<file path="src/sgip_pkg.sv">
package sgip_pkg;

    // ------------------------------------------------------------------
    // Register byte offsets
    // ------------------------------------------------------------------
    localparam logic [7:0] master_config_3_off     = 8'h00;
    localparam logic [7:0] master_config_6_off     = 8'h04;
    localparam logic [7:0] general_pin_control_off = 8'h08;
    localparam logic [7:0] general_pin_state_off   = 8'h0c;
    localparam logic [7:0] irq_pin_config_off      = 8'h10;
    localparam logic [7:0] irq_status_off          = 8'h14;
    localparam logic [7:0] irq_mask_off            = 8'h18;

    // ------------------------------------------------------------------
    // Field positions
    // ------------------------------------------------------------------
    localparam int rate_family_select_bit      = 0;
    localparam int digital_out1_rate_family_bit = 0;
    localparam int digital_out2_rate_family_bit = 1;
    localparam int pin4_direction_bit           = 0;
    localparam int pin4_output_value_bit        = 1;
    localparam int multi_use_pin4_bit           = 0;
    localparam int reference_missing_mode_bit   = 0;
    localparam int irq_active_high_bit          = 1;
    localparam int irq_open_drain_bit           = 2;
    localparam int irq_gp_output_bit            = 3;
    localparam int irq_gp_value_bit             = 4;
    localparam int ev_pin4_change_bit           = 0;
    localparam int ev_ref_lost_bit              = 1;
    localparam int ev_ref_back_bit              = 2;

    // ------------------------------------------------------------------
    // Widths and reset values
    // ------------------------------------------------------------------
    localparam int          event_count     = 3;
    localparam logic [4:0]  irq_config_rst  = 5'h00;
    localparam logic [2:0]  mask_rst        = 3'h0;
    localparam logic        rate_sdh        = 1'b0;
    localparam logic        rate_sonet      = 1'b1;
    localparam logic [31:0] word_zero       = 32'h0000_0000;

    typedef enum logic {sgip_strap_wait, sgip_running} sgip_phase_e;

endpackage

</file>
<file path="src/sgip_sync_if.sv">
`timescale 1ns/1ns
interface sgip_sync_if;
    logic pin_async;
    logic pin_level;
    modport src (output pin_async, input pin_level);
    modport snk (input pin_async, output pin_level);
endinterface

</file>
<file path="src/sgip_sync.sv">
`timescale 1ns/1ns
module sgip_sync
(
    // Clock
    input  wire logic clock,
    // Pin level
    sgip_sync_if.snk  sif
);

    typedef struct packed
    {
        logic first;
        logic second;
    } sgip_sync_s;

    sgip_sync_s state;
    sgip_sync_s next_state;

    // The first stage feeds only the second stage.
    always_comb
    begin
        next_state.first  = sif.pin_async;
        next_state.second = state.first;
    end

    // No reset here: the strap level must already be through both stages when reset is released.
    always_ff @(posedge clock)
    begin
        state <= next_state;
    end

    assign sif.pin_level = state.second;

endmodule

</file>
<file path="src/sgip_irq_drive.sv">
`timescale 1ns/1ns
module sgip_irq_drive
(
    // Selection
    input  wire logic       los_mode,
    input  wire logic       gp_output,
    input  wire logic       gp_value,
    input  wire logic       active_high,
    input  wire logic       open_drain,
    // Sources
    input  wire logic       irq_req,
    input  wire logic       ref_missing,
    // Pin drive
    output logic            next_out,
    output logic            next_oe
);

    logic asserted_level;

    always_comb
    begin
        asserted_level = active_high;
        next_out = 1'b0;
        next_oe  = 1'b1;
        if (los_mode)
        begin
            // Live monitor level, no latching. [RULE10]
            next_out = ref_missing;
        end
        else if (gp_output)
        begin
            next_out = gp_value; // [RULE9]
        end
        else
        begin
            next_out = irq_req ? asserted_level : ~asserted_level; // [RULE7]
            if (open_drain && !irq_req)
            begin
                next_oe = 1'b0; // [RULE8] [RULE11]
            end
        end
    end

endmodule

</file>
<file path="src/sgip_pin_logic.sv">
// The address map and register access over AHB-Lite are this design's own decisions.
`timescale 1ns/1ns
// Functional notes
// [RULE1] On reset release, strap pin level loads rate family and both output families.
// [RULE2] Strap 0 means SDH rate family, 1 means SONET rate family.
// [RULE3] After reset the strap pin is a GPIO with a direction bit.
// [RULE4] As output, the GPIO drives the output-value bit.
// [RULE5] A status bit reports the current GPIO pin level.
// [RULE6] Interrupt pin mode bit: 0 request, 1 reference-missing; default request.
// [RULE7] Request polarity is software selectable, active high or low.
// [RULE8] Push-pull or open-drain drive; open-drain releases the inactive pin. Here open-drain acts in request mode only; other modes always drive.
// [RULE9] Interrupt pin may be a software-controlled general output.
// [RULE10] Reference-missing mode drives the live activity monitor level, unlatched.
// [RULE11] The interrupt pin driver can be placed in high impedance.
// [RULE12] GPIO input is synchronised; strap ignored once reset is released.
module sgip_pin_logic
(
    // Clock and reset
    input  wire logic        clock,
    input  wire logic        srst,
    // AHB-Lite slave
    input  wire logic        hsel,
    input  wire logic [31:0] haddr,
    input  wire logic [1:0]  htrans,
    input  wire logic        hwrite,
    input  wire logic [2:0]  hsize,
    input  wire logic [31:0] hwdata,
    input  wire logic        hready,
    output logic      [31:0] hrdata,
    output logic             hreadyout,
    output logic             hresp,
    // Strap and general-purpose pin
    input  wire logic        multi_use_pin4_in,
    output logic             multi_use_pin4_out,
    output logic             multi_use_pin4_oe,
    // Interrupt request pin
    output logic             irq_pin_out,
    output logic             irq_pin_oe,
    // Reference activity monitor and system interrupt
    input  wire logic        ref_missing,
    output logic             irq
);

    typedef struct packed
    {
        sgip_pkg::sgip_phase_e phase;
        logic                  rate_family_select;
        logic [1:0]            digital_out_family;
        logic                  pin4_direction;
        logic                  pin4_output_value;
        logic [4:0]            irq_pin_config;
        logic [2:0]            status;
        logic [2:0]            mask;
        logic                  pin_prev;
        logic                  ref_prev;
        logic                  dphase;
        logic                  dwrite;
        logic [7:0]            daddr;
        logic [31:0]           rdata;
        logic                  pin4_out;
        logic                  pin4_oe;
        logic                  irq_out;
        logic                  irq_oe;
        logic                  irq;
    } sgip_state_s;

    sgip_state_s state;
    sgip_state_s next_state;

    // ------------------------------------------------------------------
    // Pin synchroniser and interrupt pin drive
    // ------------------------------------------------------------------
    sgip_sync_if sif ();
    logic        pin_level;
    logic        ref_level;
    logic        drv_out;
    logic        drv_oe;

    assign sif.pin_async = multi_use_pin4_in;
    assign pin_level     = sif.pin_level;

    sgip_sync u_sync
    (
        .clock (clock),
        .sif   (sif)
    );

    // The monitor is on this clock, so it is used without synchronising.
    assign ref_level = ref_missing;

    sgip_irq_drive u_drive
    (
        .los_mode    (state.irq_pin_config[sgip_pkg::reference_missing_mode_bit]),
        .gp_output   (state.irq_pin_config[sgip_pkg::irq_gp_output_bit]),
        .gp_value    (state.irq_pin_config[sgip_pkg::irq_gp_value_bit]),
        .active_high (state.irq_pin_config[sgip_pkg::irq_active_high_bit]),
        .open_drain  (state.irq_pin_config[sgip_pkg::irq_open_drain_bit]),
        .irq_req     (next_state.irq),
        .ref_missing (ref_level),
        .next_out    (drv_out),
        .next_oe     (drv_oe)
    );

    function automatic logic [31:0] bit_word(input logic b);
        bit_word = {31'h0000_0000, b};
    endfunction

    logic [2:0]  events;
    logic [2:0]  rd_clear;

    // ------------------------------------------------------------------
    // Next state
    // ------------------------------------------------------------------
    always_comb
    begin
        next_state = state;
        events     = 3'h0;
        rd_clear   = 3'h0;

        unique case (state.phase)
            sgip_pkg::sgip_strap_wait:
            begin
                // First cycle after release: take the synchronised strap once. [RULE1] [RULE2]
                next_state.rate_family_select = pin_level;
                next_state.digital_out_family = {pin_level, pin_level};
                next_state.phase              = sgip_pkg::sgip_running;
            end
            sgip_pkg::sgip_running:
            begin
                // Strap level no longer reaches the defaults. [RULE12]
                next_state.phase = sgip_pkg::sgip_running;
            end
        endcase

        // Data phase of a write.
        if (state.dphase && state.dwrite)
        begin
            unique case (state.daddr)
                sgip_pkg::master_config_3_off:
                    next_state.rate_family_select = hwdata[sgip_pkg::rate_family_select_bit];
                sgip_pkg::master_config_6_off:
                    next_state.digital_out_family = hwdata[1:0];
                sgip_pkg::general_pin_control_off:
                begin
                    next_state.pin4_direction    = hwdata[sgip_pkg::pin4_direction_bit];
                    next_state.pin4_output_value = hwdata[sgip_pkg::pin4_output_value_bit];
                end
                sgip_pkg::irq_pin_config_off:
                    next_state.irq_pin_config = hwdata[4:0]; // [RULE6]
                sgip_pkg::irq_mask_off:
                    next_state.mask = hwdata[2:0];
                default:
                    next_state.mask = state.mask;
            endcase
        end

        // Address phase: zero wait state, always OKAY.
        next_state.dphase = hsel && hready && htrans[1];
        next_state.dwrite = hwrite;
        next_state.daddr  = haddr[7:0];
        next_state.rdata  = sgip_pkg::word_zero;
        if (hsel && hready && htrans[1] && !hwrite)
        begin
            unique case (haddr[7:0])
                sgip_pkg::master_config_3_off:
                    next_state.rdata = bit_word(next_state.rate_family_select);
                sgip_pkg::master_config_6_off:
                    next_state.rdata = {30'h0000_0000, next_state.digital_out_family};
                sgip_pkg::general_pin_control_off:
                    next_state.rdata = {30'h0000_0000, next_state.pin4_output_value, next_state.pin4_direction};
                sgip_pkg::general_pin_state_off:
                    next_state.rdata = bit_word(pin_level); // [RULE5]
                sgip_pkg::irq_pin_config_off:
                    next_state.rdata = {27'h0000_000, next_state.irq_pin_config};
                sgip_pkg::irq_status_off:
                begin
                    next_state.rdata = {29'h0000_000, state.status};
                    rd_clear         = 3'h7;
                end
                sgip_pkg::irq_mask_off:
                    next_state.rdata = {29'h0000_000, next_state.mask};
                default:
                    next_state.rdata = sgip_pkg::word_zero;
            endcase
        end

        // Events: pin change, reference lost, reference back. Set wins over read clear.
        next_state.pin_prev = pin_level;
        next_state.ref_prev = ref_level;
        events[sgip_pkg::ev_pin4_change_bit] = (pin_level != state.pin_prev)
                                               && (state.phase == sgip_pkg::sgip_running);
        events[sgip_pkg::ev_ref_lost_bit]    = ref_level && !state.ref_prev;
        events[sgip_pkg::ev_ref_back_bit]    = !ref_level && state.ref_prev;
        next_state.status = (state.status & ~rd_clear) | events;
        next_state.irq    = |(next_state.status & next_state.mask);

        // General-purpose pin drive after reset. [RULE3] [RULE4]
        next_state.pin4_oe  = next_state.pin4_direction;
        next_state.pin4_out = next_state.pin4_output_value;

        next_state.irq_out = drv_out;
        next_state.irq_oe  = drv_oe;
    end

    // ------------------------------------------------------------------
    // Registers
    // ------------------------------------------------------------------
    always_ff @(posedge clock)
    begin
        if (srst)
        begin
            state                    <= '0;
            state.phase              <= sgip_pkg::sgip_strap_wait;
            state.rate_family_select <= sgip_pkg::rate_sdh;
            state.irq_pin_config     <= sgip_pkg::irq_config_rst; // [RULE6]
            state.mask               <= sgip_pkg::mask_rst;
            state.irq_oe             <= 1'b1;
        end
        else
        begin
            state <= next_state;
        end
    end

    assign hrdata             = state.rdata;
    assign hreadyout          = 1'b1;
    assign hresp              = 1'b0;
    assign multi_use_pin4_out = state.pin4_out;
    assign multi_use_pin4_oe  = state.pin4_oe;
    assign irq_pin_out        = state.irq_out;
    assign irq_pin_oe         = state.irq_oe;
    assign irq                = state.irq;

    // ------------------------------------------------------------------
    // Checks
    // ------------------------------------------------------------------
    property p_strap_load;
        @(posedge clock) disable iff (srst)
        (state.phase == sgip_pkg::sgip_strap_wait) |=> (state.rate_family_select == $past(pin_level))
            && (state.digital_out_family == {2{$past(pin_level)}});
    endproperty
    a_strap_load: assert property (p_strap_load) else $error("strap not loaded"); // [RULE1]

    property p_sonet;
        @(posedge clock) disable iff (srst)
        (state.phase == sgip_pkg::sgip_strap_wait && pin_level) |=> state.rate_family_select == sgip_pkg::rate_sonet;
    endproperty
    a_sonet: assert property (p_sonet) else $error("strap high not sonet"); // [RULE2]

    property p_gpio_dir;
        @(posedge clock) disable iff (srst)
        (state.dphase && state.dwrite && state.daddr == sgip_pkg::general_pin_control_off)
            |=> ##1 (multi_use_pin4_oe == $past(hwdata[sgip_pkg::pin4_direction_bit], 2));
    endproperty
    a_gpio_dir: assert property (p_gpio_dir) else $error("direction wrong"); // [RULE3]

    property p_gpio_out;
        @(posedge clock) disable iff (srst)
        multi_use_pin4_oe |-> multi_use_pin4_out == state.pin4_output_value;
    endproperty
    a_gpio_out: assert property (p_gpio_out) else $error("pin value wrong"); // [RULE4]

    property p_state_read;
        @(posedge clock) disable iff (srst)
        (hsel && hready && htrans[1] && !hwrite && haddr[7:0] == sgip_pkg::general_pin_state_off)
            |=> hrdata[0] == $past(pin_level);
    endproperty
    a_state_read: assert property (p_state_read) else $error("pin state read wrong"); // [RULE5]

    property p_los;
        @(posedge clock) disable iff (srst)
        state.irq_pin_config[sgip_pkg::reference_missing_mode_bit] |=> irq_pin_out == $past(ref_missing);
    endproperty
    a_los: assert property (p_los) else $error("loss mode not live"); // [RULE10]

    property p_polarity;
        @(posedge clock) disable iff (srst)
        (state.irq_pin_config[0] == 1'b0 && state.irq_pin_config[3] == 1'b0)
            |=> irq_pin_out == (irq ~^ $past(state.irq_pin_config[sgip_pkg::irq_active_high_bit]));
    endproperty
    a_polarity: assert property (p_polarity) else $error("request polarity wrong"); // [RULE7]

    property p_open_drain;
        @(posedge clock) disable iff (srst)
        ($past(state.irq_pin_config) == 5'h04 && state.irq_pin_config == 5'h04 && !irq) |-> !irq_pin_oe;
    endproperty
    a_open_drain: assert property (p_open_drain) else $error("open drain not released"); // [RULE8]

    property p_gp_irq;
        @(posedge clock) disable iff (srst)
        (state.irq_pin_config[1:0] == 2'b00 && state.irq_pin_config[3]) |=> irq_pin_out == $past(state.irq_pin_config[4]);
    endproperty
    a_gp_irq: assert property (p_gp_irq) else $error("gp output wrong"); // [RULE9]

    property p_strap_ignored;
        @(posedge clock) disable iff (srst)
        (state.phase == sgip_pkg::sgip_running && !(state.dphase && state.dwrite
            && state.daddr == sgip_pkg::master_config_3_off)) |=> $stable(state.rate_family_select);
    endproperty
    a_strap_ignored: assert property (p_strap_ignored) else $error("strap reached defaults after reset"); // [RULE12]

    property p_irq_default;
        @(posedge clock) disable iff (srst)
        $past(srst) |-> state.irq_pin_config == sgip_pkg::irq_config_rst;
    endproperty
    a_irq_default: assert property (p_irq_default) else $error("interrupt pin not in request mode after reset"); // [RULE6]

endmodule

</file>
<file path="config.mk">
export PLATFORM = sky130hd
export DESIGN_NAME = sgip_pin_logic
export DESIGN_NICKNAME = d
export VERILOG_FILES = /design/src/sgip_pkg.sv /design/src/sgip_sync_if.sv /design/src/sgip_sync.sv /design/src/sgip_irq_drive.sv /design/src/sgip_pin_logic.sv
export SDC_FILE = /design/constraint.sdc
export NUM_CORES = 1
export LEC_CHECK = 0
export BUFFER_PORTS_ARGS = -buffer_cell sky130_fd_sc_hd__buf_2
export CORE_MARGIN = 1.5
export CORE_UTILIZATION = 39
export DETAILED_ROUTE_END_ITERATION = 10
export PLACE_DENSITY = 0.76
export SYNTH_ARGS = -nofsm -noshare
export SYNTH_HDL_FRONTEND = slang
export SYNTH_SLANG_ARGS = --single-unit
</file>
<file path="constraint.sdc">
create_clock -name clock -period 2.4 [get_ports clock]
set_input_delay 0.6 -clock clock [delete_from_list [all_inputs] [get_ports clock]]
set_output_delay 0.6 -clock clock [all_outputs]
set_load 0.05 [all_outputs]
</file>
==> metrics.md, run 1 <==
| Metric | Value |
|---|---|
| Layout Nets | 337 |
| Place WS | -0.04091 ns |
| Final setup fails | 0 |
| CP Capture Type | register |
| Crit path max-delay cell type | or4_4 |
| Clock net sink count | 39 |
| Die area | 5478 µm² |
| Final period util | 94.71% |
| Post-CTS sizing | 0 |
| Synth cell types | 49 |
| # port buffers | 30 |
| Hold crit path type | register to register |
| Startpoint types | register |
| Synth Register Bits | 39 |
| Met2 usage | 26.39% |
| Peak supply drop | 0.3793 mV |
| Crit Path Class | register to register |
| PD cells | 616.4 nW/µm² |
| Largest stage delay on the critical path | 0.55 ns |
| Most frequent cells after synthesis | dfxtp_1, buf_4, nor2_1 |
| Num CTS Buffers | 5 |
| Die width | 74.02 µm |
| Final WS setup | 0.1269 ns |
| Critical path arrival | 2.47 ns |
| Via count | 1666 |
| Clock-pin slew on the worst setup and hold paths | 0.07 ns |
| Remaining DRCs | 0 |
| DRT Pass-1 Iters | 4 |
| Top FF cell, synth | dfxtp_1 |
| Post-CTS setup buffers | 0 |
| Dpl cells | 321 |
| DRT antenna net count | 0 |
| Hold-fix buffers at CTS | 0 |
| Clock Skews | 0.005876 ns |
| Max Cap Viol | 0 |
| Vias in the first global route | 1356 |
| Worst Hold Launch | u_sync.next_state[0]$_DFF_P_ |
| Synth Instances | 220 |
| Global routing usage on met1 | 21.61% |
| CTS Buffer Depth | 2 |
| Final hold vios | 0 |
| Critical Path Fanout Max | 9 |
| H-tree depth | 2 |
| Mean post-synth cell area | 8.940 µm² |
| Fin. max-slew vios | 0 |
| RSZ-0062 raised after global routing | no |
| Sequential share of the synthesized area | 39.69% |
| Vias per std cell | 5.064 |
| Initial antenna violation count | 0 |
| Asr flop ratio synth | 0% |
| Reg-to-reg endpoint | hrdata[1]$_SDFF_PP0_ |
| Ranking of synthesized cells by area | dfxtp_1, buf_4, nor2_1 |
| Total GRT Usage | 16.27% |
| Met3 GRT Util | 2.846% |
| GP Congestion | 0.9067 |
| GR Overflow Total | 0 |
| Core Footprint | 4786 µm² |
| Status | completed |
| Fillers | 469 |
| Hold Path Stages | 0 |
| Layout cells sized above 1 | 26.34% |
| Reg2Reg Setup Slack | 0.13 ns |
| P&R area growth vs syn | 14.31% |
| Layout Utilization | 46.98% |
| DP Wirelength | 3318 µm |
| Netlist Area Pre-Place | 1967 µm² |
| Largest area contributor in the netlist | dfxtp_1 |
| Initial core utilization | 41.10% |
| R2R depth | 5 |
| Busiest metal layer after global routing | met2 |
| Peak Freq | 439.9 MHz |
| # diodes | 0 |
| P_leak | 0.9613 nW |
| Worst Hold End | u_sync.sif.pin_level$_DFF_P_ |
| Initial drt markers | 165 |
| Post-synth top area share | 39.69% |
| CTS tree | built |
| Drt wl/cell | 13.39 µm |
| Routed wire length | 4405 µm |
| Sum Neg Setup Slack | 0 ns |
| Largest net degree at the start of global routing | 31 |
| Worst hold slack | 0.3285 ns |
| Cell Count, Final, Fillers Out | 329 |
| Worst EP required | 2.60 ns |
| Yosys warning count | 0 |
| Wire length of the first global-routing pass | 6720 µm |
| Root cell of the clock tree | clkbuf_8 |
| FF-to-FF Start | state[42]$_SDFF_PP0_ |
| Clock latency on the worst-skew pair | 0.30 ns |
| Critical-path cell list | or3_1 -> or4_4 -> mux2_4 -> o22a_1 -> o32ai_2 |
| Min Tclk post-route | 2.273 ns |
| Most common cell in the netlist | dfxtp_1 |
| Chip Height | 74.02 µm |
| Post-synth EDFFs | 0 |
| Count of boundary I/O pins | 115 |
| # rows | 25 |
==> worst max-delay path, delay by kind of cell, from the launching register on <==
kind	cells	cell delay (ns)
AO/OA/AOI/OAI	2	0.46
AND/OR/NAND/NOR	2	1.09
multiplexers	1	0.32
flip-flops	1	0.31
==> where the power goes <==
| group | leakage (nW) | switching [W] | internal [W] | total, W |
|---|---|---|---|---|
| sequential | 0.320 | 0.0000154 | 0.000669 | 0.000684 |
| combinational | 0.590 | 0.000165 | 0.0000519 | 0.000217 |
| clock | 0.0515 | 0.000222 | 0.000262 | 0.000485 |
| total | 0.961 | 0.000403 | 0.000983 | 0.00139 |
==> flip-flops by register name, summed over array words and instances (netlist names) <==
register	cells
multi_use_pin4_oe	1
irq_pin_out	1
multi_use_pin4_out	1
u_sync.next_state	1
irq_pin_oe	1
hrdata	5
state	27
irq	1
u_sync.sif.pin_level	1
==> kinds of logic after synthesis <==
group	share of synthesized area (%)
and+or+nand+nor	23.66
buffers and inverters	16.22
AOI/OAI and AO/OA	13.93
DFF	39.69
muxes	5.661
other	0.3818
xor gates and xnor gates	0.4454
==> cells in the final DEF (no fill, tap or decap), drive strengths merged, types with 2 or more instances in the layout <==
cell type | synthesis | layout
a21oi | 13 | 13
mux2 | 6 | 6
a22oi | 3 | 3
nor2 | 22 | 22
or3 | 5 | 5
conb | 2 | 29
buf | 37 | 49
o21ai | 5 | 5
or4b | 2 | 2
clkbuf | 5 | 8
or4 | 4 | 4
mux2i | 4 | 4
nand2b | 4 | 4
nand3 | 4 | 4
dfxtp | 39 | 39
nand4 | 5 | 5
a32oi | 2 | 2
nor3 | 4 | 4
o31ai | 4 | 4
inv | 6 | 6
nand2 | 8 | 8
o211ai | 2 | 2
and2 | 3 | 3
nor2b | 12 | 12
==> worst max path at each step <==
stage,start,endpoint,slack [ns]
floorplan,haddr[2],irq_pin_out$_SDFF_PP0_,0.12
global placement,haddr[5],irq_pin_out$_SDFF_PP0_,-0.02
global route,state[42]$_SDFF_PP0_,hrdata[1]$_SDFF_PP0_,0.07
detailed placement,haddr[1],irq_pin_out$_SDFF_PP0_,-0.04
CTS,state[42]$_SDFF_PP0_,hrdata[1]$_SDFF_PP0_,0.12
finish,state[42]$_SDFF_PP0_,hrdata[1]$_SDFF_PP0_,0.13
==> layout make-up <==
type | count | area [µm²] | area share [%]
multi-input combinational | 160 | 968.4 | 43.07
sequential | 39 | 780.7 | 34.72
timing repair buffer | 49 | 292.8 | 13.02
clock buffer | 8 | 100.1 | 4.452
tap | 67 | 83.83 | 3.728
inverter | 6 | 22.52 | 1.002
==> stage by stage <==
step	power (W)	instance area [µm²]
floorplan	0.0008983	2068
global placement	0.0009098	2148
detailed placement	0.0009132	2148
CTS	0.001393	2248
global route	0.001438	2248
finish	0.001386	2248
==> per-layer routing <==
layer | share of wire, % | wire length (µm)
met1 | 41 | 1828
met2 | 48 | 2120
met3 | 8.3 | 365
met4 | 2.1 | 91
met5 | 0 | 0
Power figures use the tool's default switching activity.
==> run 2, diff against run 1 <==
--- a/config.mk
+++ b/config.mk
@@ -10,6 +10,8 @@
 export CORE_UTILIZATION = 39
 export DETAILED_ROUTE_END_ITERATION = 10
 export PLACE_DENSITY = 0.76
+export SLEW_MARGIN = 20
 export SYNTH_ARGS = -nofsm -noshare
 export SYNTH_HDL_FRONTEND = slang
 export SYNTH_SLANG_ARGS = --single-unit
+export TNS_END_PERCENT = 20
==> constraint.sdc (replaced) <==
create_clock -name clock -period 2.4 [get_ports clock]
set_input_delay 0.48 -clock clock [delete_from_list [all_inputs] [get_ports clock]]
set_output_delay 0.48 -clock clock [all_outputs]
set_load 0.05 [all_outputs]
==> metrics.md, run 2 (same netlist as run 1, synthesis figures left out) <==
| Metric | Value |
|---|---|
| Worst EP required | 2.55 ns (was 2.60 ns) |
| Total GRT Usage | 16.07% (was 16.27%) |
| Sum Neg Setup Slack | 0 ns (unchanged) |
| WP buf/inv | 1 (was 0) |
| Die area | 5478 µm² (unchanged) |
| Via count | 1606 (was 1666) |
| Clock latency on the worst-skew pair | 0.29 ns (was 0.30 ns) |
| Largest stage delay on the critical path | 0.45 ns (was 0.55 ns) |
| Core Footprint | 4786 µm² (unchanged) |
| Register name with the most flops | state (unchanged) |
| Most common cell after layout, fill and taps aside | dfxtp_1 (unchanged) |
| Hold-fix buffers at CTS | 0 (unchanged) |
| Vias per std cell | 4.926 (was 5.064) |
| Root cell of the clock tree | clkbuf_8 (unchanged) |
| Hold crit path type | input pin to register (was register to register) |
| RSZ-0062 raised after global routing | no (unchanged) |
| Status | completed (unchanged) |
| GR Overflow Total | 0 (unchanged) |
| Final WS setup | 0.2652 ns (was 0.1269 ns) |
| Max reg flops | 27 (unchanged) |
| # port buffers | 30 (unchanged) |
| P&R area growth vs syn | 12.21% (was 14.31%) |
| Post-CTS setup buffers | 0 (unchanged) |
| P_leak | 0.9368 nW (was 0.9613 nW) |
| Critical Path Fanout Max | 6 (was 9) |
| Slew HR | 64.83% |
| CP Capture Type | register (unchanged) |
| Drt wl/cell | 12.72 µm (was 13.39 µm) |
| Layout Nets | 334 (was 337) |
| Peak supply drop | 0.3457 mV (was 0.3793 mV) |
| Vias in the first global route | 1396 (was 1356) |
| Place WS | 0.05455 ns (was -0.04091 ns) |
| Largest net degree at the start of global routing | 31 (unchanged) |
| Startpoint types | register (unchanged) |
| Global routing usage on met1 | 21.42% (was 21.61%) |
| Clock Skews | 0.005468 ns (was 0.005876 ns) |
| Met3 GRT Util | 3.523% (was 2.846%) |
| Clock-pin slew on the worst setup and hold paths | 0.07 ns (about the same) |
| Initial antenna violation count | 0 (unchanged) |
| Highest-count cells in the layout ignoring fill and taps | dfxtp_1, buf_2, conb_1 (unchanged) |
| Max Cap Viol | 0 (unchanged) |
| Chip Height | 74.02 µm (unchanged) |
| Num CTS Buffers | 5 (unchanged) |
| GP Congestion | 0.9163 (was 0.9067) |
| Final setup fails | 0 (unchanged) |
| CTS Buffer Depth | 2 (unchanged) |
| Initial core utilization | 41.10% (unchanged) |
| H-tree depth | 2 (unchanged) |
| CTS tree | built (unchanged) |
| CP delay by family, top | simple AND/OR/NAND/NOR gates (unchanged) |
| Crit Path Class | register to register (unchanged) |
| Post-CTS sizing | 0 (unchanged) |
| DP Wirelength | 3251 µm (was 3318 µm) |
| Routed wire length | 4146 µm (was 4405 µm) |
| Layout cells sized above 1 | 25.10% (was 26.34%) |
| Met2 usage | 23.51% (was 26.39%) |
| # rows | 25 (unchanged) |
| Wire length of the first global-routing pass | 6555 µm (was 6720 µm) |
| Crit path max-delay cell type | or3_1 (was or4_4) |
| DRT Pass-1 Iters | 4 (unchanged) |
| Remaining DRCs | 0 (unchanged) |
| Fin. max-slew vios | 0 (unchanged) |
| PD cells | 597.0 nW/µm² (was 616.4 nW/µm²) |
| Critical path arrival | 2.29 ns (was 2.47 ns) |
| Peak Freq | 468.4 MHz (was 439.9 MHz) |
| # diodes | 0 (unchanged) |
| Clock net sink count | 39 (unchanged) |
| Final period util | 88.95% (was 94.71%) |
| Critical-path cell list | or3_1 -> buf_4 -> or4_1 -> mux2_2 -> a32oi_1 -> o211ai_1 (was or3_1 -> or4_4 -> mux2_4 -> o22a_1 -> o32ai_2) |
| Final hold vios | 0 (unchanged) |
| Count of boundary I/O pins | 115 (unchanged) |
| Worst-margin pin slew | 0.5208 ns |
| Min Tclk post-route | 2.135 ns (was 2.273 ns) |
| Initial drt markers | 120 (was 165) |
| Busiest metal layer after global routing | met2 (unchanged) |
| DRT antenna net count | 0 (unchanged) |
| Die width | 74.02 µm (unchanged) |
run 2: cell count changes in the layout (fill, tap and decap cells not counted):
cell | previous run | this run
clkbuf_8 | 7 | 5
buf_4 | 19 | 16
clkinv_2 | 0 | 1
clkbuf_1 | 1 | 2
run 2: path summary, 6_finish.rpt:
kind,start,end,slack [ns],cells past startpoint
setup / recovery,state[42]$_SDFF_PP0_,hrdata[0]$_SDFF_PP0_,0.27,6
hold / removal,multi_use_pin4_in,u_sync.next_state[0]$_DFF_P_,0.28,1
setup reg to reg,state[42]$_SDFF_PP0_,hrdata[0]$_SDFF_PP0_,0.27,6
hold reg to reg,u_sync.next_state[0]$_DFF_P_,u_sync.sif.pin_level$_DFF_P_,0.33,0
run 2: report_power, final:
group          internal, W  switching, W  total (W)
Clock             0.000204      0.000217   0.000420
Sequential        0.000669     0.0000140   0.000683
Combinational    0.0000506      0.000164   0.000215
run 2: layout make-up:
type	count	area, µm²
tap	67	83.83
clock buffer	7	76.32
multi-input combinational	160	968.4
fill	479	2579
clock inverter	1	5.005
timing repair buffer	46	270.3
inverter	6	22.52
sequential	39	780.7
run 2: stage by stage:
stage / area (µm²) / hold slack [ns] / utilization [%] / std cells / power [W]
floorplan: 2068 / 0.3096 / - / 247 / 0.0008983
global placement: 2126 / 0.3120 / 44.42 / 318 / 0.0009067
detailed placement: 2126 / 0.3154 / 44.42 / 318 / 0.0009102
CTS: 2207 / 0.2773 / 46.12 / 326 / 0.001329
global route: 2207 / 0.2809 / 46.12 / 326 / 0.001387
finish: 2207 / 0.2835 / 46.12 / 326 / 0.001318
run 2: routing by layer:
| metal | vias to the layer above | wire [µm] |
|---|---|---|
| li1 | 785 | - |
| met1 | 749 | 1844 |
| met2 | 64 | 1943 |
| met3 | 8 | 264 |
| met4 | 0 | 94 |
| met5 | - | 0 |
